### src/include/auto_reload_timer16_defines.vh
// Register map, field positions and reset values of the auto-reload timer
`ifndef AUTO_RELOAD_TIMER16_DEFINES_VH
`define AUTO_RELOAD_TIMER16_DEFINES_VH

// ==========================================================
// Register offsets
`define ADDR_W 8
`define DATA_W 8
`define ADDR_TIMER_CONTROL 8'hc4
`define ADDR_RELOAD_LOW 8'hc5
`define ADDR_RELOAD_HIGH 8'hc6
`define ADDR_IRQ_STATUS 8'hc7
`define ADDR_IRQ_MASK 8'hc8
`define ADDR_COUNT_LOW 8'hc9
`define ADDR_COUNT_HIGH 8'hca

// ==========================================================
// Control register fields
`define PRESCALE_LSB 0
`define PRESCALE_MSB 2
`define RUN_BIT 3
`define OVERFLOW_BIT 4
`define BAUD_SOURCE_BIT 5
`define FRAME_ERR_SEL_BIT 6
`define DOUBLE_RATE_BIT 7

// ==========================================================
// Event status and mask fields
`define EVT_W 2
`define EVT_OVERFLOW 0
`define EVT_RELOAD_WHILE_RUN 1

// ==========================================================
// Widths and reset values
`define COUNT_W 16
`define PRESCALE_W 3
`define DIV_W 7
`define COUNT_MAX 16'hffff
`define COUNT_ONE 16'h0001
`define CONTROL_RESET 8'h00
`define PRESCALE_RESET 3'h0
`define RELOAD_RESET 8'h00
`define COUNT_RESET 16'h0000
`define EVT_RESET 2'h0
`define READ_ZERO 8'h00
`define DIV_ONE 7'h01
`define DIV_ZERO 7'h00

`endif

### src/verilog/auto_reload_timer16.v
// Sixteen-bit up-counting auto-reload timer with prescaler and register port
// Function
// - One 16-bit counter, up-counting with automatic reload, no other modes.
// - Three-bit prescale selects count clock divide of 1 to 128 by powers of two.
// - Counter advances only while run bit (control bit 3) is one.
// - Rollover past ffff sets overflow flag and loads reload bytes into counter.
// - Interrupt request while overflow flag and timer interrupt enable are both set.
// - Overflow flag clears in hardware on entry to its service routine.
// - Software may also set or clear overflow flag at control bit 4.
// - Reload value is high byte and low byte register side by side.
// - Overflow serves as baud clock source selectable by either serial port.
// - Control and both reload registers reset to zero: halted, 1/1, reload zero.
//
// Decided for this implementation: the strobed register port.
`timescale 1ns/1ps
`include "auto_reload_timer16_defines.vh"

module auto_reload_timer16 (
   clk,
   rst_n,
   addr,
   wdata,
   wr_stb,
   rd_stb,
   rdata,
   timer_irq_enable,
   isr_enter,
   timer_irq_req,
   irq,
   baud_tick,
   serial_b_double_rate,
   serial_b_frame_error_select,
   serial_b_baud_source
);
   input wire clk;
   input wire rst_n;
   input wire [`ADDR_W-1:0] addr;
   input wire [`DATA_W-1:0] wdata;
   input wire wr_stb;
   input wire rd_stb;
   output reg [`DATA_W-1:0] rdata;
   input wire timer_irq_enable;
   input wire isr_enter;
   output wire timer_irq_req;
   output wire irq;
   output reg baud_tick;
   output wire serial_b_double_rate;
   output wire serial_b_frame_error_select;
   output wire serial_b_baud_source;

   // ==========================================================
   // Storage
   reg [`PRESCALE_W-1:0] prescale_select_q;
   reg run_bit_q;
   reg overflow_flag_q;
   reg overflow_flag_d;
   reg serial_b_baud_source_q;
   reg serial_b_frame_error_select_q;
   reg serial_b_double_rate_q;
   reg [`DATA_W-1:0] reload_low_q;
   reg [`DATA_W-1:0] reload_high_q;
   reg [`COUNT_W-1:0] count_q;
   reg [`COUNT_W-1:0] count_d;
   reg [`EVT_W-1:0] evt_status_q;
   reg [`EVT_W-1:0] evt_status_d;
   reg [`EVT_W-1:0] evt_mask_q;
   reg [`DATA_W-1:0] rdata_d;

   // ==========================================================
   // Decode
   wire wr_control;
   wire wr_reload_low;
   wire wr_reload_high;
   wire wr_status;
   wire wr_mask;
   wire count_tick;
   wire rollover;
   wire [`COUNT_W-1:0] reload_value;
   wire [`DATA_W-1:0] control_view;
   wire [`EVT_W-1:0] evt_set;

   assign wr_control = wr_stb & (addr == `ADDR_TIMER_CONTROL);
   assign wr_reload_low = wr_stb & (addr == `ADDR_RELOAD_LOW);
   assign wr_reload_high = wr_stb & (addr == `ADDR_RELOAD_HIGH);
   assign wr_status = wr_stb & (addr == `ADDR_IRQ_STATUS);
   assign wr_mask = wr_stb & (addr == `ADDR_IRQ_MASK);

   // ==========================================================
   // Prescaler
   // Clocked from the system clock, gated by the run bit
   prescale_divider u_prescale (
      .clk(clk),
      .rst_n(rst_n),
      .enable(run_bit_q),
      .select(prescale_select_q),
      .tick(count_tick)
   );

   // ==========================================================
   // Counter
   assign reload_value = {reload_high_q, reload_low_q};
   assign rollover = count_tick & (count_q == `COUNT_MAX);

   always @* begin
      count_d = count_q;
      if (rollover) begin
         count_d = reload_value;
      end else if (count_tick) begin
         count_d = count_q + `COUNT_ONE;
      end
   end

   // Halted counter holds its value and resumes from it
   always @(posedge clk or negedge rst_n) begin
      if (!rst_n) begin
         count_q <= `COUNT_RESET;
      end else if (run_bit_q) begin
         count_q <= count_d;
      end
   end

   // ==========================================================
   // Overflow flag
   // A rollover in the same cycle as a clear keeps the flag set
   always @* begin
      overflow_flag_d = overflow_flag_q;
      if (wr_control) begin
         overflow_flag_d = wdata[`OVERFLOW_BIT];
      end else if (isr_enter) begin
         overflow_flag_d = 1'b0;
      end
      if (rollover) begin
         overflow_flag_d = 1'b1;
      end
   end

   // ==========================================================
   // Control and reload registers
   always @(posedge clk or negedge rst_n) begin
      if (!rst_n) begin
         prescale_select_q <= `PRESCALE_RESET;
         run_bit_q <= 1'b0;
         overflow_flag_q <= 1'b0;
         serial_b_baud_source_q <= 1'b0;
         serial_b_frame_error_select_q <= 1'b0;
         serial_b_double_rate_q <= 1'b0;
         reload_low_q <= `RELOAD_RESET;
         reload_high_q <= `RELOAD_RESET;
      end else begin
         overflow_flag_q <= overflow_flag_d;
         if (wr_control) begin
            prescale_select_q <= wdata[`PRESCALE_MSB:`PRESCALE_LSB];
            run_bit_q <= wdata[`RUN_BIT];
            serial_b_baud_source_q <= wdata[`BAUD_SOURCE_BIT];
            serial_b_frame_error_select_q <= wdata[`FRAME_ERR_SEL_BIT];
            serial_b_double_rate_q <= wdata[`DOUBLE_RATE_BIT];
         end
         // Taken even while running; the count then in flight is undefined
         if (wr_reload_low) begin
            reload_low_q <= wdata;
         end
         if (wr_reload_high) begin
            reload_high_q <= wdata;
         end
      end
   end

   // ==========================================================
   // Baud clock source
   // One system-clock pulse per rollover, shared by both serial ports
   always @(posedge clk or negedge rst_n) begin
      if (!rst_n) begin
         baud_tick <= 1'b0;
      end else begin
         baud_tick <= rollover;
      end
   end

   assign serial_b_baud_source = serial_b_baud_source_q;
   assign serial_b_frame_error_select = serial_b_frame_error_select_q;
   assign serial_b_double_rate = serial_b_double_rate_q;

   // ==========================================================
   // Interrupts
   // Reload writes while running are flagged so software can spot the misuse
   assign evt_set[`EVT_OVERFLOW] = rollover;
   assign evt_set[`EVT_RELOAD_WHILE_RUN] = (wr_reload_low | wr_reload_high) & run_bit_q;

   // Write one to clear; a new event in the clearing cycle wins
   always @* begin
      evt_status_d = evt_status_q;
      if (wr_status) begin
         evt_status_d = evt_status_q & ~wdata[`EVT_W-1:0];
      end
      evt_status_d = evt_status_d | evt_set;
   end

   always @(posedge clk or negedge rst_n) begin
      if (!rst_n) begin
         evt_status_q <= `EVT_RESET;
         evt_mask_q <= `EVT_RESET;
      end else begin
         evt_status_q <= evt_status_d;
         if (wr_mask) begin
            evt_mask_q <= wdata[`EVT_W-1:0];
         end
      end
   end

   assign timer_irq_req = overflow_flag_q & timer_irq_enable;
   assign irq = |(evt_status_q & evt_mask_q);

   // ==========================================================
   // Read port
   assign control_view = {serial_b_double_rate_q, serial_b_frame_error_select_q,
                          serial_b_baud_source_q, overflow_flag_q, run_bit_q,
                          prescale_select_q};

   always @* begin
      case (addr)
         `ADDR_TIMER_CONTROL: begin
            rdata_d = control_view;
         end
         `ADDR_RELOAD_LOW: begin
            rdata_d = reload_low_q;
         end
         `ADDR_RELOAD_HIGH: begin
            rdata_d = reload_high_q;
         end
         `ADDR_IRQ_STATUS: begin
            rdata_d = {{(`DATA_W-`EVT_W){1'b0}}, evt_status_q};
         end
         `ADDR_IRQ_MASK: begin
            rdata_d = {{(`DATA_W-`EVT_W){1'b0}}, evt_mask_q};
         end
         `ADDR_COUNT_LOW: begin
            rdata_d = count_q[`DATA_W-1:0];
         end
         `ADDR_COUNT_HIGH: begin
            rdata_d = count_q[`COUNT_W-1:`DATA_W];
         end
         default: begin
            rdata_d = `READ_ZERO;
         end
      endcase
   end

   // Data stand only in the cycle after the read strobe
   always @(posedge clk or negedge rst_n) begin
      if (!rst_n) begin
         rdata <= `READ_ZERO;
      end else if (rd_stb) begin
         rdata <= rdata_d;
      end else begin
         rdata <= `READ_ZERO;
      end
   end
endmodule

### src/verilog/prescale_divider.v
// Power-of-two clock prescaler giving a one-cycle count enable
`timescale 1ns/1ps
`include "auto_reload_timer16_defines.vh"

module prescale_divider (
   clk,
   rst_n,
   enable,
   select,
   tick
);
   input wire clk;
   input wire rst_n;
   input wire enable;
   input wire [`PRESCALE_W-1:0] select;
   output wire tick;

   // ==========================================================
   // Divider chain
   reg [`DIV_W-1:0] div_q;
   reg [`DIV_W-1:0] div_d;
   reg [`DIV_W-1:0] low_mask;

   always @* begin
      low_mask = (`DIV_ONE << select) - `DIV_ONE;
      // Cleared while halted so each run starts a full prescale period
      if (enable) begin
         div_d = div_q + `DIV_ONE;
      end else begin
         div_d = `DIV_ZERO;
      end
   end

   always @(posedge clk or negedge rst_n) begin
      if (!rst_n) begin
         div_q <= `DIV_ZERO;
      end else begin
         div_q <= div_d;
      end
   end

   // Select 0 has an empty mask and ticks every cycle
   assign tick = enable & ((div_q & low_mask) == low_mask);
endmodule
### config.mk
export PLATFORM = sky130hd
export DESIGN_NAME = auto_reload_timer16
export DESIGN_NICKNAME = d
export VERILOG_FILES = /design/src/verilog/auto_reload_timer16.v /design/src/verilog/prescale_divider.v
export VERILOG_INCLUDE_DIRS = /design/src /design/src/include
export SDC_FILE = /design/constraint.sdc
export NUM_CORES = 1
export LEC_CHECK = 0
export ABC_AREA = 0
export ABC_CLOCK_PERIOD_IN_PS = 2800
export BUFFER_PORTS_ARGS = -buffer_cell sky130_fd_sc_hd__clkbuf_2
export CAP_MARGIN = 20
export CORE_MARGIN = 1
export CORE_UTILIZATION = 40
export CTS_BUF_LIST = sky130_fd_sc_hd__clkbuf_16
export DETAILED_ROUTE_END_ITERATION = 8
export HOLD_SLACK_MARGIN = 0.12
export PLACE_DENSITY = 0.57
export SLEW_MARGIN = 0
export SYNTH_ARGS = -nofsm -noshare
export SYNTH_HDL_FRONTEND = slang
export SYNTH_HIERARCHICAL = 1
export SYNTH_SLANG_ARGS = --single-unit
export TNS_END_PERCENT = 30
### constraint.sdc
create_clock -name clk -period 2.8 [get_ports clk]
set_input_delay 0.14 -clock clk [delete_from_list [all_inputs] [get_ports clk]]
set_output_delay 0.14 -clock clk [all_outputs]
set_load 0.05 [all_outputs]
=== After elaboration in Yosys (flattened, before gate mapping) ===
Cells that the tools add are included.
Widths: inputs -> output; s select.

* Word-level logic and storage cells: 55
* Flip-flop bits (word level): 60

* Shift operators: 1
* Muxes and demuxes: 9
* Add/sub/neg operators: 3
* Reduce and logical (&&, ||, !) cells: 4
* Equal/unequal tests: 9
* Bitwise operators: 15

{| class="wikitable"
|+ Operators by type and width
! operator !! count
|-
| $eq 8x8->1 const B || 7
|-
| $pmux 8 s7 || 1
|-
| $mux 16 || 2
|-
| $add 16x1->16 const B || 1
|-
| $eq 16x16->1 const B || 1
|-
| $and 1x1->1 || 9
|-
| $mux 8 || 1
|-
| $add 7x1->7 const B || 1
|-
| $and 7x7->7 || 1
|-
| $eq 7x7->1 || 1
|-
| $mux 7 || 1
|-
| $shl 1x3->7 const A || 1
|-
| $sub 7x1->7 const B || 1
|-
| $and 2x2->2 || 2
|-
| $mux 1 || 3
|-
| $reduce_bool 3->1 || 1
|-
| $mux 2 || 1
|-
| $not 2->2 || 1
|-
| $or 2x2->2 || 1
|-
| $reduce_and 2->1 || 1
|-
| $reduce_bool 2->1 || 1
|-
| $reduce_or 2->1 || 1
|-
| $or 1x1->1 || 1
|}

=== Logic depth before layout (Yosys ltp) ===
* Word-level depth: 8
* Mapped depth: 9
* Gate-level depth less buffers: 9

=== Modules after synthesis ===
Netlist, hierarchy kept.

{| class="wikitable"
|+ By module, submodules not included
! module !! sequential area each (µm²) !! cells each !! times used !! area each (µm²)
|-
| auto_reload_timer16 || 1326.3 || 265 || 1 || 2827.7
|-
| prescale_divider || 175.2 || 37 || 1 || 360.3
|}

=== Worst setup path before layout ===
No wires, ideal clock.

* Path kind: reg-to-reg
* Start point: register prescale_select_q[1]
* End point: register count_q[8]
* Buffers on the path: 0
* Cell stages (with the launch flop): 9
* Slack: 641 ps
* Arrival time: 2035 ps
* Library setup time: 124 ps
* Cell sequence: dfrtp_1 -> inv_1 -> o21ai_0 -> a21o_1 -> a21oi_1 -> nand3_1 -> nor4_4 -> nand2_4 -> o31a_1

* Longest elaborated chain between the ends: 8
* Elaborated cells between the ends (all ways): 9

{| class="wikitable"
|+ Ends and longest elaborated chain
! element !! RTL line !! text
|-
| start: declaration || auto_reload_timer16.v:53 || <nowiki>reg [`PRESCALE_W-1:0] prescale_select_q;</nowiki>
|-
| start signal: assignment || auto_reload_timer16.v:141 || <nowiki>prescale_select_q <= `PRESCALE_RESET;</nowiki>
|-
| start signal: assignment || auto_reload_timer16.v:152 || <nowiki>prescale_select_q <= wdata[`PRESCALE_MSB:`PRESCALE_LSB];</nowiki>
|-
| $shl 1x3->7 (no line) (*) || - ||
|-
| $sub 7x1->7 (no line) (*) || - ||
|-
| $and 7x7->7 || prescale_divider.v:43 || <nowiki>assign tick = enable & ((div_q & low_mask) == low_mask);</nowiki>
|-
| $eq 7x7->1 (*) || prescale_divider.v:43 ||
|-
| $and 1x1->1 (*) || prescale_divider.v:43 ||
|-
| via count_tick || auto_reload_timer16.v:76 || <nowiki>wire count_tick;</nowiki>
|-
| $and 1x1->1 || auto_reload_timer16.v:102 || <nowiki>assign rollover = count_tick & (count_q == `COUNT_MAX);</nowiki>
|-
| $reduce_bool 2->1 (no line) || - ||
|-
| $reduce_and 2->1 (no line) || - ||
|-
| end signal: assignment || auto_reload_timer16.v:116 || <nowiki>count_q <= `COUNT_RESET;</nowiki>
|-
| end signal: assignment || auto_reload_timer16.v:118 || <nowiki>count_q <= count_d;</nowiki>
|-
| end: declaration || auto_reload_timer16.v:62 || <nowiki>reg [`COUNT_W-1:0] count_q;</nowiki>
|}

The timed path passes the listed nets; every way through them passes the cells marked *.
A chain may end at the register's enable or synchronous reset.

=== Worst setup path after layout ===
Ends and elaborated chain as after synthesis.

==> summary.md <==
| Metric | Value |
|---|---|
| Worst reg2reg startpoint | prescale_select_q[1] |
| Root buffer cell | clkbuf_16 |
| Hold Fails Final Rpt | 0 |
| #FFs+latches synth | 60 |
| Global Route Usage Sum | 21.7% |
| DRC viols | 0 |
| Synth top area cells | dfrtp_1 (47%), mux2_2 (9.9%), a21oi_1 (3.5%) |
| Final WL | 8.20 mm |
| Hold path start | wdata[0] |
| Max-slew violations | 0 |
| Vias in the first global route | 2,549 |
| Post-CTS setup buffer count | 0 |
| TritonCTS buffer count | 9 |
| First-pass GRT wire length | 13.6 mm |
| Fill count | 740 |
| Power Density | 553 nW/um^2 |
| Hold Path Depth | 2 |
| Std-Cell Rows | 32 |
| Area Growth Syn to Fin | 20.3% |
| Worst-path maximum fanout | 7 |
| Fmax | 444 MHz |
| Least-Margin Pin Slew | 0.768 ns |
| Endpoint class of the critical path | flip-flop |
| Die Height | 91.3 um |
| # H-tree levels | 3 |
| I/O Buffers | 35 |
| Initial Utilization | 41.3% |
| Fin worst setup slack | 0.546 ns |
| Routed wire per std cell | 18.1 um |
| CTS resizes | 0 |
| Synth area leader | dfrtp_1 |
| Place WS | 0.542 ns |
| Syn. warnings | 6 |
| Core area | 7730 um^2 |
| Worst-skew pair later-pin latency | 0.34 ns |
| Largest net degree at the start of global routing | 61 |
| CTS tree | yes |
| Synthesized area | 3190 um^2 |
| WP data required | 3.01 ns |
| Detailed Place HPWL | 5.87 mm |
| DRT Pass-1 Iters | 4 |
| Syn nets | 326 |
| Post-DRT Antenna Nets | 0 |
| Die W | 91.3 um |
| Status | finished, final reports clean |
| Initial antenna violation count | 0 |
| RR Endpoint | count_q[8] |
| WS Path Type | flip-flop to flip-flop |
| Register-to-Register Path Depth | 8 |
| DR vias/cell | 5.61 |
| Total global routing overflow | 0 |
| Initial DRC Count | 157 |
| Yosys top cell area share | 47.1% |
| Slew headroom | 48.8% |
| Final core utilization | 49.6% |
| HP Class | input port to flip-flop |
| Crit path time final | 2.25 ns |
| Register area share after synthesis | 47.1% |
| Layout Skew | 0.0128 ns |
| Final setup fails | 0 |
| Clock buffer depth | 2 |
| Synthesized instance count | 302 |
| Post-synth ARST share | 100% |
| Syn_area_per_cell | 10.6 um^2 |
| Vias post-DR | 2,548 |
| Yosys cell types | 55 |
| Peak VDD IR | 0.303 mV |
| R2r setup slk | 0.55 ns |
| Max cap viols | 0 |
| Hold-critical path endpoint | prescale_select_q[0] |
| Fin Setup TNS | 0 ns |
| Period utilisation layout | 80.5% |
| CP arrival | 2.47 ns |
| Number of synthesized flops with an enable pin | 0 |
| Routability cong. | 0.910 |
| Ant diodes | 0 |
| Final net count | 371 |
| Startpoint type of the worst setup path | flip-flop |
| Die area | 8330 um^2 |
| Synth Flop Type | dfrtp_1 |
| Layout cell share with drive strength beyond 1 | 28.1% |
| P_leak | 1.77 nW |
| Worst-path clk slew | 0.06 ns |
| Hold buffer count at CTS | 8 |
| I/O pin count | 36 |
| RSZ-0062 raised after global routing | no |
| Clock Sinks | 60 |
## per-layer routing
metal  vias to the layer above  wire (um)  global-route usage, %
li1                       1210          -                      -
met1                      1260       3850                   29.7
met2                        69       3760                   33.1
met3                         9        424                   4.36
met4                         0        157                   9.92
met5                         -          0                      0
## cells by family (layout without fill, tap and decap cells)
logic type               after synthesis  after routing  share of synthesized area (%)
AND/OR/NAND/NOR                      104            104                           19.5
AO/OA/AOI/OAI                         74             74                           15.2
flip-flops                            60             60                           47.1
multiplexers                          39             39                           13.3
buffers and inverters                 19             69                           2.94
XOR/XNOR                               4              4                           1.10
adder cells (fa/ha/maj)                2              2                          0.785
## synthesized netlist by cell type, types with 3 or more instances
cell      instances
nand3_1          20
inv_1             3
a21oi_1          22
o21ai_0          17
mux2i_1          11
a22o_1            9
a22oi_1           6
nor2b_1           5
buf_2             5
nand4_1           4
nand2_1          22
and2_1            8
nor2_1           18
clkbuf_1          6
xnor2_1           3
and3_1            3
nor3_1            4
nor4_4            3
mux2_2           28
a41oi_1           3
dfrtp_1          60
## layout make-up
cell class	instances	area, um^2	area share (%)
Timing Repair Buffer	50	308	8.03
Clock inverter	7	68.8	1.79
Multi-Input combinational cell	223	1590	41.5
Sequential cell	60	1500	39.2
Clock buffer	9	225	5.87
Inverter	3	11.3	0.294
Tap cell	102	128	3.33
## where the power goes
group	switching, mW	internal (mW)
combinational	0.0762	0.0541
clock	0.396	0.684
sequential	0.0219	0.889
total	0.494	1.63
## per-stage QoR
| stage | hold WS (ns) | area (um^2) | power, mW | std cells |
|---|---|---|---|---|
| 2_1_floorplan | -0.156 | 3190 | 0.983 | 302 |
| 3_3_place_gp | 0.346 | 3460 | 1.05 | 430 |
| 3_5_place_dp | 0.352 | 3460 | 1.05 | 430 |
| 4_1_cts | 0.150 | 3830 | 2.14 | 454 |
| 5_1_grt | 0.171 | 3830 | 2.20 | 454 |
| 6_report | 0.155 | 3830 | 2.12 | 454 |
## how the worst max path moves through the flow
stage                         start    endpoint  slack [ns]
2_1_floorplan  prescale_select_q[1]  count_q[8]        0.64
3_3_place_gp   prescale_select_q[1]  count_q[8]        0.61
3_5_place_dp   prescale_select_q[1]  count_q[8]        0.54
4_1_cts        prescale_select_q[1]  count_q[8]        0.53
5_1_grt        prescale_select_q[1]  count_q[2]        0.36
6_report       prescale_select_q[1]  count_q[8]        0.55
## cells in the final DEF (no fill, tap or decap), types with 8 or more instances in the layout
cell and count:
dlygate4sd3_1 8, a21oi_1 22, mux2_2 28, mux2i_1 11, and2_1 8, nor2_1 18
clkbuf_16 9, dfrtp_1 60, nand3_1 20, clkbuf_2 35, a22o_1 9, nand2_1 22
o21ai_0 17
## flip-flops by register name, indices dropped and copies added (netlist names)
name                         cells
baud_tick                        1
count_q                         16
evt_mask_q                       2
evt_status_q                     2
overflow_flag_q                  1
prescale_select_q                3
rdata                            8
reload_high_q                    8
reload_low_q                     8
run_bit_q                        1
serial_b_baud_source             1
serial_b_double_rate             1
serial_b_frame_error_select      1
u_prescale/div_q                 7
## critical path, cell delays in order (launching register included)
cell and delay [ns]:
dfrtp_1 0.41, inv_1 0.08, o21ai_0 0.08, a21o_1 0.18, a21oi_1 0.30, nand3_1 0.20, nor4_4 0.43, nand2_4 0.15
o31a_1 0.30
(Power assumes the default switching activity.)
